--- src/core/fahc_regs.svh ---
// Timing constants, widths and counter values for the flash converter host port
`ifndef FAHC_REGS_SVH
`define FAHC_REGS_SVH
`define FAHC_CLK_PERIOD_NS  10
`define FAHC_CONV_R_MAX_NS  2500
`define FAHC_TD_WR_NS       400
`define FAHC_TW_W_NS        500
`define FAHC_TD_INT_MAX_NS  1300
`define FAHC_TD_RIH_MAX_NS  225
`define FAHC_TA_INT_MAX_NS  50
`define FAHC_TDIS_MAX_NS    95
`define FAHC_TD_RDY_MAX_NS  100
`define FAHC_TD_RIL_MAX_NS  290
`define FAHC_TA_R2_MAX_NS   150
`define FAHC_SYNC_CYC       3
`define FAHC_CYC_UP(ns)     (((ns) + `FAHC_CLK_PERIOD_NS - 1) / `FAHC_CLK_PERIOD_NS)
`define FAHC_CNT_W          12
`define FAHC_DATA_W         8
`define FAHC_FIFO_DEPTH     8
`define FAHC_ONE            12'h001
`define FAHC_ZERO           12'h000
`endif

--- src/core/fahc_pkg.sv ---
// Types shared by the flash converter host port
`default_nettype none
package fahc_pkg;
   typedef enum logic [3:0] {
      FAHC_IDLE, FAHC_R_CS, FAHC_R_WAIT, FAHC_R_DATA, FAHC_W_LOW, FAHC_W_WAIT,
      FAHC_W_RD, FAHC_W_DATA, FAHC_REL, FAHC_GAP
   } fahc_state_type;
endpackage : fahc_pkg
`default_nettype wire

--- src/core/fahc_stream_if.sv ---
// Valid/ready stream carrier between host port and its FIFO
`default_nettype none
interface fahc_stream_if #(parameter int WIDTH = 9);
   logic             valid;
   logic             ready;
   logic [WIDTH-1:0] data;
   modport src (output valid, output data, input ready);
   modport snk (input valid, input data, output ready);
endinterface : fahc_stream_if
`default_nettype wire

--- src/core/fahc_fifo.sv ---
// Small synchronous FIFO with registered read data
`default_nettype none
module fahc_fifo #(
   parameter int WIDTH = 9,
   parameter int DEPTH = 8
) (
   input  wire logic    core_clk_in,
   input  wire logic    resetn_in,
   fahc_stream_if.snk   wr,
   output logic         out_valid_out,
   input  wire logic    out_ready_in,
   output logic [WIDTH-1:0] out_data_out
);
   localparam int AW = $clog2(DEPTH);
   logic [WIDTH-1:0] mem_reg [DEPTH];
   logic [AW-1:0]    wp_reg;
   logic [AW-1:0]    rp_reg;
   logic [AW:0]      cnt_reg;
   logic             push;
   logic             load;
   // Room counts the output register too, so DEPTH words in total
   assign wr.ready = ((cnt_reg + (AW+1)'(out_valid_out)) != DEPTH[AW:0]);
   assign push = wr.valid && wr.ready;
   assign load = (cnt_reg != '0) && (!out_valid_out || out_ready_in);
   always_ff @(posedge core_clk_in) begin
      if (push) begin
         mem_reg[wp_reg] <= wr.data;
      end
   end
   always_ff @(posedge core_clk_in or negedge resetn_in) begin
      if (!resetn_in) begin
         wp_reg  <= '0;
         rp_reg  <= '0;
         cnt_reg <= '0;
      end else begin
         if (push) begin
            wp_reg <= wp_reg + 1'b1;
         end
         if (load) begin
            rp_reg <= rp_reg + 1'b1;
         end
         cnt_reg <= cnt_reg + (AW+1)'(push) - (AW+1)'(load);
      end
   end
   always_ff @(posedge core_clk_in or negedge resetn_in) begin
      if (!resetn_in) begin
         out_valid_out <= 1'b0;
         out_data_out  <= '0;
      end else if (load) begin
         out_valid_out <= 1'b1;
         out_data_out  <= mem_reg[rp_reg];
      end else if (out_ready_in) begin
         out_valid_out <= 1'b0;
      end
   end
endmodule : fahc_fifo
`default_nettype wire

--- src/core/fahc_host.sv ---
// Host controller driving the flash converter parallel port
`default_nettype none
`include "fahc_regs.svh"
module fahc_host
   import fahc_pkg::*;
(
   input  wire logic                   core_clk_in,
   input  wire logic                   resetn_in,
   input  wire logic                   start_in,
   input  wire logic                   mode_wr_in,
   input  wire logic                   early_read_in,
   output logic                        busy_out,
   output logic                        timeout_out,
   output logic                        res_valid_out,
   input  wire logic                   res_ready_in,
   output logic [`FAHC_DATA_W:0]       res_data_out,
   output logic                        cs_n_out,
   output logic                        rd_n_out,
   output logic                        mode_out,
   output logic                        wr_rdy_n_out,
   output logic                        wr_rdy_oe_out,
   input  wire logic                   wr_rdy_n_in,
   input  wire logic                   int_n_in,
   input  wire logic [`FAHC_DATA_W-1:0] result_data_bus_in,
   input  wire logic                   over_range_flag_n_in
);
   localparam logic [`FAHC_CNT_W-1:0] CONV_R  = `FAHC_CNT_W'(`FAHC_CYC_UP(`FAHC_CONV_R_MAX_NS + `FAHC_TA_INT_MAX_NS));
   localparam logic [`FAHC_CNT_W-1:0] TD_WR   = `FAHC_CNT_W'(`FAHC_CYC_UP(`FAHC_TD_WR_NS));
   localparam logic [`FAHC_CNT_W-1:0] TW_W    = `FAHC_CNT_W'(`FAHC_CYC_UP(`FAHC_TW_W_NS));
   localparam logic [`FAHC_CNT_W-1:0] TD_INT  = `FAHC_CNT_W'(`FAHC_CYC_UP(`FAHC_TD_INT_MAX_NS + `FAHC_TA_INT_MAX_NS));
   localparam logic [`FAHC_CNT_W-1:0] TD_RIH  = `FAHC_CNT_W'(`FAHC_CYC_UP(`FAHC_TD_RIH_MAX_NS + `FAHC_TDIS_MAX_NS));
   localparam logic [`FAHC_CNT_W-1:0] TD_RDY  = `FAHC_CNT_W'(`FAHC_CYC_UP(`FAHC_TD_RDY_MAX_NS));
   localparam logic [`FAHC_CNT_W-1:0] TD_EARLY = `FAHC_CNT_W'(`FAHC_CYC_UP(`FAHC_TD_RIL_MAX_NS + `FAHC_TA_INT_MAX_NS));
   localparam logic [`FAHC_CNT_W-1:0] TD_ACC   = `FAHC_CNT_W'(`FAHC_CYC_UP(`FAHC_TA_R2_MAX_NS) + `FAHC_SYNC_CYC);

   fahc_state_type                 state_reg;
   logic [`FAHC_CNT_W-1:0]         cnt_reg;
   logic                           wmode_reg;
   logic                           early_reg;
   logic [1:0]                     int_sync_reg;
   logic [1:0]                     rdy_sync_reg;
   logic [1:0]                     ovf_sync_reg;
   logic [`FAHC_DATA_W-1:0]        d_s1_reg;
   logic [`FAHC_DATA_W-1:0]        d_s2_reg;
   logic                           push_reg;
   logic [`FAHC_DATA_W:0]          word_reg;
   logic                           int_low;
   logic                           rdy_low;

   fahc_stream_if #(.WIDTH(`FAHC_DATA_W+1)) st ();

   // ----------------------------------------
   // Pin synchronisers
   // ----------------------------------------
   always_ff @(posedge core_clk_in or negedge resetn_in) begin
      if (!resetn_in) begin
         int_sync_reg <= 2'h3;
         rdy_sync_reg <= 2'h3;
         ovf_sync_reg <= 2'h3;
         d_s1_reg     <= 8'h00;
         d_s2_reg     <= 8'h00;
      end else begin
         int_sync_reg <= {int_sync_reg[0], int_n_in};
         rdy_sync_reg <= {rdy_sync_reg[0], wr_rdy_n_in};
         ovf_sync_reg <= {ovf_sync_reg[0], over_range_flag_n_in};
         d_s1_reg     <= result_data_bus_in;
         d_s2_reg     <= d_s1_reg;
      end
   end
   assign int_low = !int_sync_reg[1];
   assign rdy_low = !rdy_sync_reg[1];

   // ----------------------------------------
   // Sequencer
   // ----------------------------------------
   always_ff @(posedge core_clk_in or negedge resetn_in) begin
      if (!resetn_in) begin
         state_reg   <= FAHC_IDLE;
         cnt_reg     <= `FAHC_ZERO;
         wmode_reg   <= 1'b0;
         early_reg   <= 1'b0;
         timeout_out <= 1'b0;
      end else begin
         cnt_reg <= cnt_reg + `FAHC_ONE;
         case (state_reg)
            FAHC_IDLE: begin
               cnt_reg <= `FAHC_ZERO;
               if (start_in && st.ready && !int_low) begin
                  wmode_reg   <= mode_wr_in;
                  early_reg   <= early_read_in;
                  timeout_out <= 1'b0;
                  state_reg   <= mode_wr_in ? FAHC_W_LOW : FAHC_R_CS;
               end
            end
            FAHC_R_CS: begin
               if (cnt_reg >= TD_RDY) begin
                  cnt_reg   <= `FAHC_ZERO;
                  state_reg <= FAHC_R_WAIT;
               end
            end
            FAHC_R_WAIT: begin
               if (int_low && !rdy_low) begin
                  state_reg <= FAHC_R_DATA;
               end else if (cnt_reg >= CONV_R) begin
                  timeout_out <= 1'b1;
                  state_reg   <= FAHC_R_DATA;
               end
            end
            FAHC_R_DATA: begin
               cnt_reg   <= `FAHC_ZERO;
               state_reg <= FAHC_REL;
            end
            FAHC_W_LOW: begin
               if (cnt_reg >= TW_W) begin
                  cnt_reg   <= `FAHC_ZERO;
                  state_reg <= FAHC_W_WAIT;
               end
            end
            FAHC_W_WAIT: begin
               if (early_reg && cnt_reg >= TD_WR) begin
                  cnt_reg   <= `FAHC_ZERO;
                  state_reg <= FAHC_W_RD;
               end else if (!early_reg && int_low) begin
                  cnt_reg   <= `FAHC_ZERO;
                  state_reg <= FAHC_W_RD;
               end else if (cnt_reg >= TD_INT) begin
                  timeout_out <= 1'b1;
                  cnt_reg     <= `FAHC_ZERO;
                  state_reg   <= FAHC_W_RD;
               end
            end
            FAHC_W_RD: begin
               if (int_low && cnt_reg >= TD_ACC) begin
                  state_reg <= FAHC_W_DATA;
               end else if (cnt_reg >= TD_EARLY) begin
                  timeout_out <= 1'b1;
                  state_reg   <= FAHC_W_DATA;
               end
            end
            FAHC_W_DATA: begin
               cnt_reg   <= `FAHC_ZERO;
               state_reg <= FAHC_REL;
            end
            FAHC_REL: begin
               if (cnt_reg >= TD_RIH) begin
                  cnt_reg   <= `FAHC_ZERO;
                  state_reg <= FAHC_GAP;
               end
            end
            FAHC_GAP: begin
               if (!int_low) begin
                  state_reg <= FAHC_IDLE;
               end
            end
            default: begin
               state_reg <= FAHC_IDLE;
            end
         endcase
      end
   end

   // ----------------------------------------
   // Pin drive
   // ----------------------------------------
   always_ff @(posedge core_clk_in or negedge resetn_in) begin
      if (!resetn_in) begin
         cs_n_out      <= 1'b1;
         rd_n_out      <= 1'b1;
         wr_rdy_n_out  <= 1'b1;
         wr_rdy_oe_out <= 1'b0;
         mode_out      <= 1'b0;
      end else begin
         mode_out      <= (state_reg == FAHC_IDLE) ? mode_wr_in : wmode_reg;
         wr_rdy_oe_out <= (state_reg == FAHC_IDLE) ? mode_wr_in : wmode_reg;
         wr_rdy_n_out  <= !(state_reg == FAHC_W_LOW);
         cs_n_out      <= !(state_reg inside {FAHC_R_CS, FAHC_R_WAIT, FAHC_R_DATA, FAHC_W_LOW,
                                              FAHC_W_WAIT, FAHC_W_RD, FAHC_W_DATA});
         rd_n_out      <= !(state_reg inside {FAHC_R_WAIT, FAHC_R_DATA, FAHC_W_RD, FAHC_W_DATA}
                            || (state_reg == FAHC_R_CS && cnt_reg >= TD_RDY));
      end
   end

   // ----------------------------------------
   // Result capture
   // ----------------------------------------
   always_ff @(posedge core_clk_in or negedge resetn_in) begin
      if (!resetn_in) begin
         push_reg <= 1'b0;
         word_reg <= 9'h000;
      end else begin
         if (state_reg == FAHC_R_DATA || state_reg == FAHC_W_DATA) begin
            push_reg <= 1'b1;
            word_reg <= {!ovf_sync_reg[1], d_s2_reg};
         end else if (st.ready) begin
            push_reg <= 1'b0;
         end
      end
   end
   assign st.valid = push_reg;
   assign st.data  = word_reg;
   assign busy_out = (state_reg != FAHC_IDLE);

   fahc_fifo #(.WIDTH(`FAHC_DATA_W+1), .DEPTH(`FAHC_FIFO_DEPTH)) u_fifo (
      .core_clk_in   (core_clk_in),
      .resetn_in     (resetn_in),
      .wr            (st),
      .out_valid_out (res_valid_out),
      .out_ready_in  (res_ready_in),
      .out_data_out  (res_data_out)
   );
endmodule : fahc_host
`default_nettype wire

--- config.mk ---
export PLATFORM = sky130hd
export DESIGN_NAME = fahc_host
export DESIGN_NICKNAME = d
export VERILOG_FILES = /design/src/core/fahc_pkg.sv /design/src/core/fahc_stream_if.sv /design/src/core/fahc_fifo.sv /design/src/core/fahc_host.sv
export VERILOG_INCLUDE_DIRS = /design/src /design/src/core
export SDC_FILE = /design/constraint.sdc
export NUM_CORES = 1
export LEC_CHECK = 0
export BUFFER_PORTS_ARGS = -buffer_cell sky130_fd_sc_hd__buf_2
export CORE_ASPECT_RATIO = 1.1
export CORE_MARGIN = 4
export CORE_UTILIZATION = 25
export DETAILED_ROUTE_END_ITERATION = 8
export GPL_ROUTABILITY_DRIVEN = 0
export SYNTH_ARGS = -nofsm -noshare
export SYNTH_HDL_FRONTEND = slang
export SYNTH_HIERARCHICAL = 1
export SYNTH_SLANG_ARGS = --single-unit
--- constraint.sdc ---
create_clock -name core_clk_in -period 3.3 [get_ports core_clk_in]
set_input_delay 0.165 -clock core_clk_in [delete_from_list [all_inputs] [get_ports core_clk_in]]
set_output_delay 0.165 -clock core_clk_in [all_outputs]
set_load 0.01 [all_outputs]
==> key figures <==
Status
  – Outcome: finished, final reports clean

Cells and area
  – Finished Layout Cells: 809
  – Final Util: slightly above 30%
  – Max reg flops: 72
  – # diodes: 0
  – Layout area overhead: 18.74%
  – Final #Nets: roughly 520
  – Fillcell total: roughly 2400
  – Fraction of layout instances using a drive strength above 1: around 21%

Clock network
  – H-tree levels: 4
  – Num Clock Sinks: 147
  – Setup Buffers After CTS: 0
  – Resized cells post-CTS: 0
  – Reg clk slew, reported paths: about 0.06 ns
  – Num CTS Buffers: 17
  – Worst-Skew Late Latency: 0.42 ns
  – CTS tree: done
  – Root buffer cell: clkbuf_16
  – Max Buffers Root-to-Sink: 2

GRT
  – GR Util met1: between 10 and 15%
  – Grt met3 use: 2.879%
  – Number of global-route vias before repair: 3629
  – GRT Util Overall: around 8.9%
  – Grt met2 use: 14.26%
  – Layer with the highest usage: met2
  – First-pass GRT wire length: around 19000 µm
  – Largest net degree at the start of global routing: 76
  – Grt ovf: 0
  – Initial antenna violation count: 0

Floorplan
  – Die area: between 20000 and 30000 µm²
  – Die H: approximately 170 µm
  – I/O pin count: 34
  – Starting Density: between 20% and 30%
  – Chip width: approximately 160 µm
  – Row cnt: 59
  – Core area: between 20000 and 25000 µm²

Synthesis
  – Async SR Flop Fraction: approximately half
  – Mapped Nets: roughly 470
  – Area contributors post-synth: edfxtp_1 (35%), dfrtp_1 (27%), mux2i_1 (6.0%), dfstp_2 (3.9%), ha_1 (2.4%)
  – Syn Std Cell Area: slightly above 6000 µm²
  – Seq cells post-synth: around 150
  – Leading area contributor after synthesis: edfxtp_1
  – Most used DFF post-synth: edfxtp_1
  – Top cell type's share of synthesized area: about a third
  – Synth unique cells: 60
  – Mapped Cells: 438
  – Ys Warns: 6
  – Mean post-synth cell area: ~14 µm²
  – EDFF count, synth: a little over 70
  – Sequential-to-total area share from yosys stat: between 60 and 70%

Critical path
  – Critical path endpoint category: register
  – CP required: 3.60 ns
  – Crit path arrival time: 2.88 ns
  – CP Max Fanout: 6
  – Setup Crit Path Kind: register to register
  – Nature of the critical path startpoint: register

Power and ir drop
  – Logic pwr share: ~27%
  – LEAKAGE: between 2 and 3 nW
  – Clk pwr share: ~27%
  – Power density cells: 867.3 nW/µm²
  – Psw: 0.002086 W
  – Peak VDD IR: between 0.3 and 0.4 mV
  – Power share of the sequential group: ~46%
  – Internal power: around 0.0042 W
  – Net switching share of the total power: 32.98%

Place
  – Port Buf Inserts: 33
  – DP Worst Slack: 0.7420 ns
  – Placed instance count: 763
  – Hpwl dp: between 7000 and 8000 µm

Timing
  – Tcrit/Tclk final: 78.30%
  – TNS Setup: 0 ns
  – Final min period: around 2.6 ns
  – Final setup violation count: 0
  – Final slew viol count: 0
  – Fin. Hold Viols: 0
  – Fmax: 0.3870 GHz
  – Max-slew headroom: 25.44%
  – Final worst slack: slightly above 0.7 ns
  – RSZ-0062 raised after global routing: false
  – Clk_skew: 0.007762 ns
  – Worst Hold Slack: ~0.067 ns
  – Worst slew pin tran: about 1.1 ns

Routing
  – Via count: about 3500
  – WL/cell: about 14 µm
  – Drt first pass iters: 5
  – Vias/cell: between 4 and 5
  – Routed wire length: approximately 11000 µm
  – Iteration-0 DRC Markers: approximately 170
  – Final ANT Viol Nets: 0
  – # DRC: 0

Hold path
  – HP Class: input port to register

Job
  – Max Cap Violations: 0
power by group through the flow:
stage	Sequential [W]	Clock, W	Combinational [W]
global route	0.00297	0.00186	0.00191
finish	0.00289	0.00172	0.00171
CTS	0.00290	0.00178	0.00174
global placement	0.00289	0	0.00164
floorplan	0.00270	0	0.00146
detailed placement	0.00293	0	0.00171
per-layer routing:
layer	part of all wire, %	up-vias
li1	-	1702
met1	46	1675
met2	49	57
met3	3.0	25
met4	2.2	0
met5	0	-
area by class of cell:
cell class              instances  area (µm²)  area share [%]
inverters                      26       97.59           1.338
well taps                     305       381.6           5.233
flip-flops and latches        147        4051           55.56
repair buffers                 53       352.8           4.839
clock buffers                  20       456.7           6.263
clock inverters                12       77.57           1.064
multi-input cells             246        1874           25.70
cells in the mapped netlist (4+ instances only):
library cell  number
inv_1             26
dfstp_2            9
edfxtp_1          72
a22oi_1           19
dfrtp_1           66
and3_2             4
mux2_2            12
nand3_1           15
o21ai_1            9
o21ai_0            9
xnor2_1           12
nor2_1            31
buf_4              6
ha_1              12
nor3_1             6
buf_2              4
a21oi_1            8
nand4_1            4
nor2b_1            4
mux2i_1           37
xor2_1             5
nand2_1           15
timing repair:
action	CTS	global route
hold endpoints to repair	79	0
hold buffers	14	0
endpoints found under the setup margin	0	0
worst max-delay path: stages (launching register included):
cell      delay, ns
dfrtp_1        0.41
ha_1           0.24
ha_1           0.21
xnor2_1        0.18
o211ai_4       0.15
and3_1         0.25
o31ai_1        0.08
a22oi_1        0.22
o211ai_2       0.13
a211o_4        0.30
mux2_4         0.30
kinds of logic (layout without fill, tap and decap cells):
kind of cell / count (synthesis) / in the layout / synth area share (%)
multiplexers: 52 / 52 / 8.904
adder cells (fa/ha/maj): 13 / 13 / 2.771
AND/OR/NAND/NOR: 101 / 101 / 8.986
AO/OA/AOI/OAI: 63 / 63 / 7.376
flip-flops: 147 / 147 / 65.95
buffers and inverters: 45 / 111 / 3.586
XOR/XNOR: 17 / 17 / 2.425
path summary, 6_finish.rpt:
kind,from,end,slack (ns),cells after the start
hold / removal,mode_wr_in,wr_rdy_oe_out,0.07,2
min in group asynchronous,resetn_in,timeout_out,0.47,2
setup / recovery,u_fifo/out_valid_out,state_reg[0],0.72,10
setup reg to reg,u_fifo/out_valid_out,state_reg[0],0.72,10
hold reg to reg,d_s1_reg[7],d_s2_reg[7],0.35,0
max in group asynchronous,resetn_in,u_fifo/rp_reg[0],2.17,2
through the flow:
| step | power (W) | cell area, µm² |
|---|---|---|
| finish | 0.006324 | 7292 |
| global route | 0.006734 | 7292 |
| CTS | 0.006413 | 7292 |
| detailed placement | 0.004639 | 6618 |
| global placement | 0.004531 | 6618 |
| floorplan | 0.004160 | 6141 |
layout by cell type (no fill, tap or decap), types with 3 or more instances in the layout:
cell,count
a21oi_1,7
o21ai_1,9
and3_2,4
ha_1,12
o31ai_1,3
buf_4,7
clkinv_1,3
nand2_1,15
a22oi_1,19
nor2b_1,4
clkinv_2,3
dlygate4sd3_1,14
dfstp_2,9
buf_2,32
mux2_2,12
nor3_1,6
inv_6,4
xor2_1,5
inv_1,26
nor2_1,31
nand3b_1,3
clkbuf_16,17
edfxtp_1,72
nand3_1,15
nand4_1,4
xnor2_1,12
mux2i_1,37
o21ai_0,9
dfrtp_1,65
Power figures use the tool's default switching activity.
